**src/verilog/anpx_pkg.sv**
```systemverilog
/*
  Constants for the auto-negotiation partner ability and expansion status registers.
  Assumes a management access port that carries 5-bit register addresses and 16-bit data.
*/
`default_nettype none
package anpx_pkg;
  // register addresses on the management port
  localparam logic [4:0] ANPX_PARTNER_ADDR = 5'h05;
  localparam logic [4:0] ANPX_EXPANSION_ADDR = 5'h06;
  // field positions in the partner ability register
  localparam int ANPX_NP_BIT = 15;
  localparam int ANPX_ACK_BIT = 14;
  localparam int ANPX_RFAULT_BIT = 13;
  localparam int ANPX_TAF_LSB = 5;
  localparam int ANPX_TAF_LIVE_MSB = 9;
  localparam int ANPX_SEL_MSB = 4;
  localparam int ANPX_CW_SEL_MSB = 3;
  // field positions in the expansion status register
  localparam int ANPX_EXP_RSV_LSB = 5;
  localparam int ANPX_PD_FAULT_BIT = 4;
  localparam int ANPX_PNP_BIT = 3;
  localparam int ANPX_LNP_BIT = 2;
  localparam int ANPX_PAGE_RX_BIT = 1;
  localparam int ANPX_AN_ABLE_BIT = 0;
  // values after reset
  localparam logic [15:0] ANPX_EXPANSION_RESET = 16'h0004;
  localparam logic [15:0] ANPX_PARTNER_RESET = 16'h0000;
  localparam logic [10:0] ANPX_AUX_RESET = 11'h000;
  // the only selector code this device negotiates with; 5'h02 is the other defined code
  localparam logic [4:0] ANPX_SEL_SUPPORTED = 5'h01;
  localparam logic [4:0] ANPX_SEL_OTHER = 5'h02;
endpackage : anpx_pkg
`default_nettype wire

```
**src/verilog/anpx_regs.sv**
```systemverilog
/*
  Partner ability register and expansion status register of the auto-negotiation
  sublayer, with their management read and write port.
  Assumes the negotiation engine presents each received link code word as a one-cycle
  strobe with data, and that the serial management engine issues one-cycle read and
  write strobes with a register address, all synchronous to SYS_CLK.
*/
`timescale 1ns/1ps
`default_nettype none

module anpx_regs
  import anpx_pkg::*;
#(
  parameter bit LOCAL_NP_ABLE = 1'b1
) (
  // clock and reset
  input wire logic SYS_CLK,
  input wire logic ARST_N,
  // management register access
  input wire logic MGMT_RD,
  input wire logic MGMT_WR,
  input wire logic [4:0] MGMT_ADDR,
  input wire logic [15:0] MGMT_WDATA,
  output logic [15:0] MGMT_RDATA,
  // command override control bit from the vendor control register
  input wire logic CMD_OVERRIDE,
  // negotiation engine status
  input wire logic LCW_VALID,
  input wire logic [15:0] LCW_DATA,
  input wire logic PD_FAULT,
  input wire logic FLP_VALID,
  // results
  output logic SELECTOR_OK,
  output logic [10:0] AUX_CTRL
);

  logic rd_exp;
  logic wr_exp;
  logic wr_partner;
  logic [2:0] partner_hdr_reg;
  logic [4:0] taf_reg;
  logic [4:0] sel_reg;
  logic [4:0] sel_next;
  logic pd_fault_reg;
  logic page_rx_reg;
  logic pnp_reg;
  logic an_able_reg;
  logic [15:0] partner_view;
  logic [15:0] exp_view;
  logic [15:0] rdata_next;

  assign rd_exp = MGMT_RD && (MGMT_ADDR == ANPX_EXPANSION_ADDR);
  assign wr_exp = MGMT_WR && (MGMT_ADDR == ANPX_EXPANSION_ADDR);
  assign wr_partner = MGMT_WR && (MGMT_ADDR == ANPX_PARTNER_ADDR);

  // partner header and ability bits come only from the received word
  always_ff @(posedge SYS_CLK or negedge ARST_N) begin
    if (!ARST_N) begin
      partner_hdr_reg <= ANPX_PARTNER_RESET[15:13];
      taf_reg <= ANPX_PARTNER_RESET[9:5];
    end else if (LCW_VALID) begin
      partner_hdr_reg <= LCW_DATA[ANPX_NP_BIT:ANPX_RFAULT_BIT];
      taf_reg <= LCW_DATA[ANPX_TAF_LIVE_MSB:ANPX_TAF_LSB];
    end
  end

  // selector: a received word wins over a management write in the same cycle
  always_comb begin
    sel_next = sel_reg;
    if (wr_partner && CMD_OVERRIDE) begin
      sel_next[ANPX_CW_SEL_MSB:0] = MGMT_WDATA[ANPX_CW_SEL_MSB:0];
    end
    if (LCW_VALID) begin
      sel_next = LCW_DATA[ANPX_SEL_MSB:0];
    end
  end

  always_ff @(posedge SYS_CLK or negedge ARST_N) begin
    if (!ARST_N) begin
      sel_reg <= ANPX_PARTNER_RESET[4:0];
    end else begin
      sel_reg <= sel_next;
    end
  end

  // flags the supported partner code; any other code, e.g. the other defined code, clears it
  always_ff @(posedge SYS_CLK or negedge ARST_N) begin
    if (!ARST_N) begin
      SELECTOR_OK <= 1'b0;
    end else begin
      SELECTOR_OK <= (sel_next == ANPX_SEL_SUPPORTED);
    end
  end

  // reserved expansion bits drive auxiliary functions but always read back zero
  always_ff @(posedge SYS_CLK or negedge ARST_N) begin
    if (!ARST_N) begin
      AUX_CTRL <= ANPX_AUX_RESET;
    end else if (wr_exp && CMD_OVERRIDE) begin
      AUX_CTRL <= MGMT_WDATA[15:ANPX_EXP_RSV_LSB];
    end
  end

  // latching-high fault: a present cause beats the read-clear
  always_ff @(posedge SYS_CLK or negedge ARST_N) begin
    if (!ARST_N) begin
      pd_fault_reg <= ANPX_EXPANSION_RESET[ANPX_PD_FAULT_BIT];
    end else if (PD_FAULT) begin
      pd_fault_reg <= 1'b1;
    end else if (rd_exp) begin
      pd_fault_reg <= 1'b0;
    end
  end

  always_ff @(posedge SYS_CLK or negedge ARST_N) begin
    if (!ARST_N) begin
      page_rx_reg <= ANPX_EXPANSION_RESET[ANPX_PAGE_RX_BIT];
    end else if (LCW_VALID) begin
      page_rx_reg <= 1'b1;
    end else if (rd_exp) begin
      page_rx_reg <= 1'b0;
    end
  end

  always_ff @(posedge SYS_CLK or negedge ARST_N) begin
    if (!ARST_N) begin
      pnp_reg <= ANPX_EXPANSION_RESET[ANPX_PNP_BIT];
    end else if (LCW_VALID) begin
      pnp_reg <= LCW_DATA[ANPX_NP_BIT];
    end
  end

  always_ff @(posedge SYS_CLK or negedge ARST_N) begin
    if (!ARST_N) begin
      an_able_reg <= ANPX_EXPANSION_RESET[ANPX_AN_ABLE_BIT];
    end else begin
      an_able_reg <= FLP_VALID;
    end
  end

  // software is expected to wait for negotiation complete before trusting these
  always_comb begin
    partner_view = '0;
    partner_view[15:13] = partner_hdr_reg;
    partner_view[12:10] = 3'h0;
    partner_view[9:5] = taf_reg;
    partner_view[4:0] = sel_reg;
    exp_view = '0;
    exp_view[ANPX_PD_FAULT_BIT] = pd_fault_reg;
    exp_view[ANPX_PNP_BIT] = pnp_reg;
    exp_view[ANPX_LNP_BIT] = LOCAL_NP_ABLE;
    exp_view[ANPX_PAGE_RX_BIT] = page_rx_reg;
    exp_view[ANPX_AN_ABLE_BIT] = an_able_reg;
    rdata_next = MGMT_RDATA;
    if (MGMT_RD) begin
      unique case (MGMT_ADDR)
        ANPX_PARTNER_ADDR: rdata_next = partner_view;
        ANPX_EXPANSION_ADDR: rdata_next = exp_view;
        default: rdata_next = 16'h0000;
      endcase
    end
  end

  // read data is captured from the pre-clear value, so a flag is never lost unseen
  always_ff @(posedge SYS_CLK or negedge ARST_N) begin
    if (!ARST_N) begin
      MGMT_RDATA <= 16'h0000;
    end else begin
      MGMT_RDATA <= rdata_next;
    end
  end
endmodule : anpx_regs
`default_nettype wire

```
**config.mk**
```make
export PLATFORM = sky130hd
export DESIGN_NAME = anpx_regs
export DESIGN_NICKNAME = d
export VERILOG_FILES = /design/src/verilog/anpx_pkg.sv /design/src/verilog/anpx_regs.sv
export SDC_FILE = /design/constraint.sdc
export NUM_CORES = 1
export LEC_CHECK = 0
export ABC_AREA = 1
export CAP_MARGIN = 20
export CORE_ASPECT_RATIO = 0.75
export CORE_MARGIN = 2
export CORE_UTILIZATION = 35
export CTS_BUF_LIST = sky130_fd_sc_hd__clkbuf_2
export DETAILED_ROUTE_END_ITERATION = 12
export DONT_BUFFER_PORTS = 1
export REMOVE_ABC_BUFFERS = 1
export SYNTH_ARGS = -nofsm -noshare
export SYNTH_HDL_FRONTEND = slang
export SYNTH_SLANG_ARGS = --single-unit
```
**constraint.sdc**
```tcl
create_clock -name SYS_CLK -period 0.8 [get_ports SYS_CLK]
set_input_delay 0.04 -clock SYS_CLK [delete_from_list [all_inputs] [get_ports SYS_CLK]]
set_output_delay 0.04 -clock SYS_CLK [all_outputs]
set_load 0.02 [all_outputs]
```
==> results.txt, run 1 <==
The run finished, with violations left. The final reports fail on negative hold slack, negative setup slack. The cell accounting for the most synthesized area is dfrtp_1.

The synthesized cell area came out at ~0.0017 mm^2. The clock-pin slew of the registers on the worst-case setup and hold paths came out at 210 ps. STA classifies the critical path endpoint as an output port.

Sorting the synthesized cells by how often they occur yields dfrtp_1, nand2_1, inv_1, o21ai_0, mux2_4. In this run the power density over the cells is about 1500 mW/mm^2. The die is 85.4 um wide. In this run the static leakage power is between 1 and 1.5 nW.

For this run, the register share of the synthesized area comes to 59.0%. The fraction of synthesized cell area taken by the top area cell type came out at between 50% and 60%. The maximum frequency from static timing analysis is 0.980 GHz. The highest ir drop seen on vdd came out at between 0.8 and 0.9 mV. The cell family contributing the most delay on the critical path is flip-flops.

The number of synthesized flops with an enable pin is 0. Dividing the synthesized area by the synthesized cell count gives 10.4 um^2. The initial antenna violation count is 0. The number of synthesized register bits came out at 41.

On the final layout, the worst hold slack is -692 ps. The worst min-delay path category is in -> async. Of all nets on the critical path, the largest fanout is 2.

The worst endpoint required time came out at 760 ps. The hold violation total from the final report came out at 54. The die covers between 0.005 and 0.006 mm^2. For this run, the total global-route usage over all layers was measured as about 15%.

The register-to-register path setup slack came out at -110 ps. The register with the most flip-flops in the layout has 13 of them. The via count is approximately 1.4k.

The final antenna-violating net count is 0. The slowest stage of the critical path is the dfrtp_1 cell. The cell depth of the worst setup path came out at 1. Traced cell by cell, the critical path runs through buf_6.

After synthesis, the cell types taking the most area are dfrtp_1, mux2_4, nand2_1, inv_1, o21ai_0. In this run the clock root is driven by a clkbuf_2. The number of cells on the worst reg-to-reg path came out at 2. The number of global-route vias before repair came out at approximately 1.3k. For this configuration, the core starts out at a cell density of between 30% and 40%. The number of core rows came out at 22. The post-route netlist has 39.1% of its cells at a drive strength greater than 1. The combined buffer and inverter count along the critical path is 1.

The placer's final routability congestion estimate is roughly 0.7. The gate count of the mapped netlist is about 170. The number of CTS-inserted buffers came out at 5. Dividing the detail-routed via count by the number of cells gives between 4 and 5. The number of unique standard cell types used by synthesis came out at 22. The latest clock arrival within the worst-skew pair is about 380 ps. By startpoint and endpoint, the worst setup path is classified as reg -> out. The layout overhead on the synthesized area is 50.1%. Detailed placement finished with a half-perimeter wire length of between 2 and 3 mm. Buffers inserted to repair hold after CTS numbered 23. Setup repair after global routing could not meet its margin everywhere. The number of port buffers is 0. The endpoint of the worst register-to-register path is AUX_CTRL[0]$_DFFE_PN0P_. The final critical-path required period came out at around 1000 ps. Entering global routing, the biggest net connects 42 pins.

By instance count, the leading cell after synthesis is dfrtp_1. For this run, design rule violations remaining after detail routing come to 0. In this run the standard cell core region covers around 0.0048 mm^2. After synthesis, the share of flip-flops with an asynchronous set or reset is 100%. The chip height came out at 65.0 um. More flip-flops sit in one register than any other, and that register is MGMT_RDATA. Once layout is complete, the cells apart from fillers number 303. The final-layout setup total negative slack is -5440 ps. The count of boundary I/O pins came out at between 70 and 80. The level count of the clock H-tree is 2. The buffer levels on the longest clock path is 2. Data arrives at the worst endpoint at 980 ps. The beginning of the worst register-to-register path is AUX_CTRL[0]$_DFFE_PN0P_. The number of nets in the finished design is 288. The maximum cell stage delay along the critical path is ~450 ps. TritonCTS built the clock tree.

The total iterations of the first detailed-routing run came out at 4. The reported max-cap violation count is 0. The fraction of the cycle the final worst path needs is 128%. The final layout contains routed wiring with a total length of about 4.1 mm. The average wire per standard cell came out at 13.5 um.

The total number of clock tree sinks came out at 41. The count of routing violations after the opening detailed-route iteration is 46. For this run, the leading register cell type out of synthesis is dfrtp_1. The total congestion overflow after global routing is 0. Across all setup checks in the final design, the least slack found is -220 ps. The count of synthesis-stage warnings from yosys is 0. The placed instance count is 258. The number of max-slew violations in the final report came out at 0. The number of antenna diodes in the final layout is 0. The first global-routing pass estimated between 6 and 7 mm of wire. The largest registers in the layout are MGMT_RDATA (13), AUX_CTRL (11). The count of endpoints failing setup in the final report is 34. The worst clock skew came out at 20.3 ps. The worst setup path is launched from a register.
worst max-delay path by stage:
stage / start / endpoint / slack, ps
final: MGMT_RDATA[1]$_DFFE_PN0P_ / MGMT_RDATA[1] / -220
after global routing: AUX_CTRL[10]$_DFFE_PN0P_ / AUX_CTRL[10] / -300
after CTS: MGMT_RDATA[1]$_DFFE_PN0P_ / MGMT_RDATA[1] / -250
after detailed placement: MGMT_ADDR[1] / AUX_CTRL[9]$_DFFE_PN0P_ / -280
after global placement: MGMT_ADDR[1] / AUX_CTRL[4]$_DFFE_PN0P_ / -260
after floorplan: MGMT_ADDR[2] / AUX_CTRL[0]$_DFFE_PN0P_ / -240
through the flow:
step / instance area (um^2) / util [%] / worst slack (ps) / total power (W)
after floorplan: 1700 / - / -238 / 0.00268
after global routing: 2610 / 53.9 / -300 / 0.00428
after CTS: 2460 / 50.8 / -253 / 0.00399
after detailed placement: 2040 / 42.1 / -283 / 0.00292
after global placement: 2040 / 42.1 / -258 / 0.00290
final: 2610 / 53.9 / -220 / 0.00404
where the power goes:
group / total (W) / switching [W] / leakage, nW / internal [W]
Combinational: 0.000892 / 0.000360 / 0.801 / 0.000533
Sequential: 0.00232 / 0.0000984 / 0.522 / 0.00222
Clock: 0.000826 / 0.000638 / 0.0225 / 0.000189
Total: 0.00404 / 0.00110 / 1.35 / 0.00294
routing by layer:
metal,part of all wire [%],track usage (%)
met5,0,0
met4,0.46,4.76
met3,6.4,5.22
met2,47,23.3
met1,46,19.3
cells in the final DEF (no fill, tap or decap):
master	n
buf_4	14
buf_6	36
clkbuf_2	5
clkinv_1	1
clkinvlp_4	1
conb_1	3
dfrtp_1	40
dfrtp_2	1
dlygate4sd3_1	22
dlymetal6s4s_1	1
inv_1	20
inv_2	3
mux2_2	1
mux2_4	10
nand2_1	30
nand2_2	10
nand2_4	1
nand3_1	4
nand3_2	3
nand4_1	4
nor2_1	2
nor2_2	2
nor2_4	2
o211ai_1	4
o21ai_0	14
o21ai_1	2
o21ai_2	2
o21bai_1	1
o31ai_2	1
or2_2	3
cells by family after synthesis:
group / after synthesis / share of synthesized area (%)
and+or+nand+nor: 61 / 16.1
DFF: 41 / 59.0
buffers and inverters: 30 / 7.63
AOI/OAI and AO/OA: 24 / 7.77
muxes: 11 / 9.28
other: 1 / 0.216
what timing repair did:
item | 4_1_cts | 5_1_grt
buffers inserted | 8 | 10
setup endpoints to repair | 28 | 48
endpoints found under the hold margin | 79 | 57
resized for setup | 28 | 32
pin swaps | 1 | 10
area by class of cell:
type / count / area (um^2)
Clock inverter: 2 / 11.3
Fill cell: 439 / 2230
Sequential cell: 41 / 1030
Multi-Input combinational cell: 99 / 643
Clock buffer: 5 / 25.0
Tap cell: 60 / 75.1
Timing Repair Buffer: 73 / 743
Inverter: 23 / 86.3
(Power assumes the default switching activity.)
==> run 2: changes to the inputs <==
--- a/config.mk
+++ b/config.mk
@@ -7,13 +7,14 @@
 export LEC_CHECK = 0
 export ABC_AREA = 1
 export CAP_MARGIN = 20
-export CORE_ASPECT_RATIO = 0.75
+export CORE_ASPECT_RATIO = 1.75
 export CORE_MARGIN = 2
 export CORE_UTILIZATION = 35
 export CTS_BUF_LIST = sky130_fd_sc_hd__clkbuf_2
 export DETAILED_ROUTE_END_ITERATION = 12
 export DONT_BUFFER_PORTS = 1
 export REMOVE_ABC_BUFFERS = 1
+export SKIP_LAST_GASP = 1
 export SYNTH_ARGS = -nofsm -noshare
 export SYNTH_HDL_FRONTEND = slang
 export SYNTH_SLANG_ARGS = --single-unit
==> run 2 against run 1 <==
Compared with the run above:
- the flow still finishes with violations (negative hold slack, negative setup slack)
- die area is 0.30% higher
- global-route usage about the same
- worst hold slack improved by 5.4 ps
- routed wire length fell by 2.3%
- cell count is 1.7% higher
- first-iteration DRC count fell by 43%
- utilization increased by 0.99 points
- power rose by 1.3%
- setup slack better by 5.8 ps
- sequential cell count did not move
- critical path type unchanged
==> results.txt, run 2 (synthesis results as in run 1) <==
The number of max-slew violations in the final report came out at 0. The multi-input combinational cell area is about 640 um^2. The maximum cell stage delay along the critical path is between 400 and 500 ps.

The worst setup path is launched from a register. Ranked by flip-flop count, first place goes to MGMT_RDATA. The maximum frequency from static timing analysis came out at a little under 1 GHz.

Combinational logic burns approximately 22% of the power. The number of placed instances, taps included, is about 250. The area of the die came out at 0.00557 mm^2.

The total global-route track usage came out at 14.8%. The worst register-to-register path begins at AUX_CTRL[2]$_DFFE_PN0P_. For this design the top-level I/O count stands at 73.

The pin count of the biggest net entering global routing is 42. The wire length of the first global-routing pass came out at roughly 6.4 mm. The level count of the clock H-tree is 2. Setup repair after global routing could not meet its margin everywhere. The count of endpoints failing setup in the final report came out at 33. The buffer levels on the longest clock path came out at 2. The net switching component of the power is 0.00108 W. The hold violation total from the final report is 47. The core area is 0.00489 mm^2. The net count of the finished layout is 298. The flow ran to the end, but the final reports show violations. The endpoint of the worst register-to-register path is AUX_CTRL[2]$_DFFE_PN0P_. The number of global-route vias before repair came out at ~1.4k. The number of CTS-inserted buffers came out at 5. The min-delay analysis places its worst path in the category in -> async. The placer's final routability congestion estimate came out at roughly 0.74. The number of core rows came out at 34.

The register-to-register path setup slack is -110 ps. The die boundary width came out at approximately 57 um. The number of port buffers is 0. Net switching is 26.3% of the power.

The largest registers in the layout are MGMT_RDATA (13), AUX_CTRL (11). The most critical setup path has its endpoint at AUX_CTRL[8]. The layout filler cell count is roughly 440. The part of the total power dissipated in the clock network is 21.5%. The repair_antennas step left the layout with diodes totalling 0. The via count came out at around 1.4k. For the worst setup path, the data required time is 760 ps.

The number of flip-flops under the largest register name came out at 13. The tightest hold path in the finished design has a slack of -687 ps. The worst clock skew is around 7.4 ps. The slowest stage cell on the critical path is dfrtp_1.

The worst setup path is captured at an output port. At the pin with the least slew margin, the transition time is around 570 ps. The average wire per standard cell is 13.0 um. TritonCTS built the clock tree.

The final antenna-violating net count came out at 0. Counting both buffers and inverters, the worst setup path holds a total of 1. The first routing iteration left 26 violations. In the layout the commonest cells are dfrtp_1, dlygate4sd3_1, buf_6. The sum of net half-perimeters after detailed placement is between 2 and 3 mm. The final worst-path setup slack is -214 ps.

The clock-pin slew of the registers on the worst-case setup and hold paths is between 150 and 200 ps. The power per unit of standard cell area is 1520 mW/mm^2. The final critical-path required period came out at 1010 ps. The internal power consumption came out at between 0.003 and 0.004 W. Of the total power, registers draw between 50% and 60%. For this configuration, the core starts out at a cell density of 35.5%. In this run the static leakage power is between 1 and 1.5 nW.

From bottom edge to top edge, the die measures between 90 and 100 um. The latest clock arrival within the worst-skew pair came out at 380 ps. Measured against its own limit, the worst slew margin works out to 62.0%. OpenSTA, run right after detailed placement, puts the worst setup slack at -291 ps. The signal on the critical path passes through buf_6. The type of the worst setup path is reg -> out. The overall routed net length came out at between 3 and 4 mm.

Leaving out fill and tap cells, the most frequent cell in the layout is dfrtp_1. The fraction of the cycle the final worst path needs is 127%. The reported max-cap violation count is 0. Of all nets on the critical path, the largest fanout is 2. The layout overhead on the synthesized area came out at 54.4%. The worst setup path startpoint is AUX_CTRL[8]$_DFFE_PN0P_. In the routed layout, each cell is associated on average with a via count of around 4.6. The count of cells in the finished layout, fillers not included, comes to roughly 310. The initial antenna violation count is 0. The area taken by flip-flops and latches is between 0.001 and 0.0015 mm^2. The first TritonRoute pass finished after 3 iterations.

The total congestion overflow after global routing is 0. The cell sitting at the root of the clock tree is a clkbuf_2. The cell depth of the worst setup path is 1.

The category of cells accounting for the largest share of critical-path delay is flip-flops. The total number of clock tree sinks came out at 41. After detailed routing, the number of remaining DRC violations is 0. The fraction of final layout cells with drive strength greater than 1 came out at 37.0%.

Data arrives at the worst endpoint at about 970 ps. The final reports fail on negative hold slack, negative setup slack. The number of cells on the worst reg-to-reg path came out at 2.

The highest ir drop seen on vdd is around 1.2 mV.
run 2: cell count changes in the layout (fill, tap and decap cells not counted), moves of 2 or more:
| cell | previous run | this run |
|---|---|---|
| dlygate4sd3_1 | 22 | 33 |
| buf_6 | 36 | 31 |
| clkbuf_2 | 5 | 8 |
| o21ai_1 | 2 | 4 |
| o21ai_0 | 14 | 12 |
| buf_4 | 14 | 18 |
run 2: how the worst min path moves through the flow:
| stage | start | to | slack [ps] | cells after the start |
|---|---|---|---|---|
| finish | ARST_N | MGMT_RDATA[8]$_DFFE_PN0P_ | -690 | 0 |
| global route | ARST_N | AUX_CTRL[2]$_DFFE_PN0P_ | -750 | 0 |
| CTS | ARST_N | AUX_CTRL[2]$_DFFE_PN0P_ | -720 | 0 |
| detailed placement | ARST_N | MGMT_RDATA[8]$_DFFE_PN0P_ | -250 | 0 |
| global placement | ARST_N | MGMT_RDATA[8]$_DFFE_PN0P_ | -250 | 0 |
| floorplan | ARST_N | AUX_CTRL[0]$_DFFE_PN0P_ | -260 | 0 |
run 2: final cells by class:
class                      instances  share of cell area (%)
multi-input combinational         99                    23.7
timing repair buffer              83                    30.8
tap                               54                    2.52
sequential                        41                    38.3
clock buffer                       8                    1.49
inverter                          23                    3.22
run 2: timing repair:
item | CTS | global route
hold buffers | 33 | 1
gates resized for setup | 27 | 28
pin swaps | 0 | 6
setup buffers | 10 | 9
endpoints found under the setup margin | 27 | 55
endpoints found under the hold margin | 75 | 49
run 2: layer usage:
layer	part of all wire [%]	vias to the layer above	global-route usage (%)
li1	-	699	-
met1	38	670	16.3
met2	55	39	26.5
met3	4.7	5	3.46
met4	1.7	0	5.90
met5	0	-	0
run 2: metrics by stage:
step / setup TNS, ps / hold WS [ps] / total power (W) / util [%] / instance area, um^2
6_report: -5400 / -687 / 0.00409 / 54.9 / 2690
5_1_grt: -7840 / -749 / 0.00433 / 54.9 / 2690
4_1_cts: -6340 / -722 / 0.00407 / 52.4 / 2560
3_5_place_dp: -4730 / -255 / 0.00293 / 41.7 / 2040
3_3_place_gp: -4220 / -255 / 0.00292 / 41.7 / 2040
2_1_floorplan: -2960 / -256 / 0.00268 / - / 1700
run 2: power groups by stage:
| stage | logic [W] | clock network (W) | registers, W |
|---|---|---|---|
| after floorplan | 0.000252 | 0 | 0.00243 |
| after global placement | 0.000587 | 0 | 0.00233 |
| after detailed placement | 0.000600 | 0 | 0.00233 |
| after CTS | 0.000813 | 0.000949 | 0.00231 |
| after global routing | 0.000963 | 0.00103 | 0.00234 |
| final | 0.000897 | 0.000879 | 0.00232 |
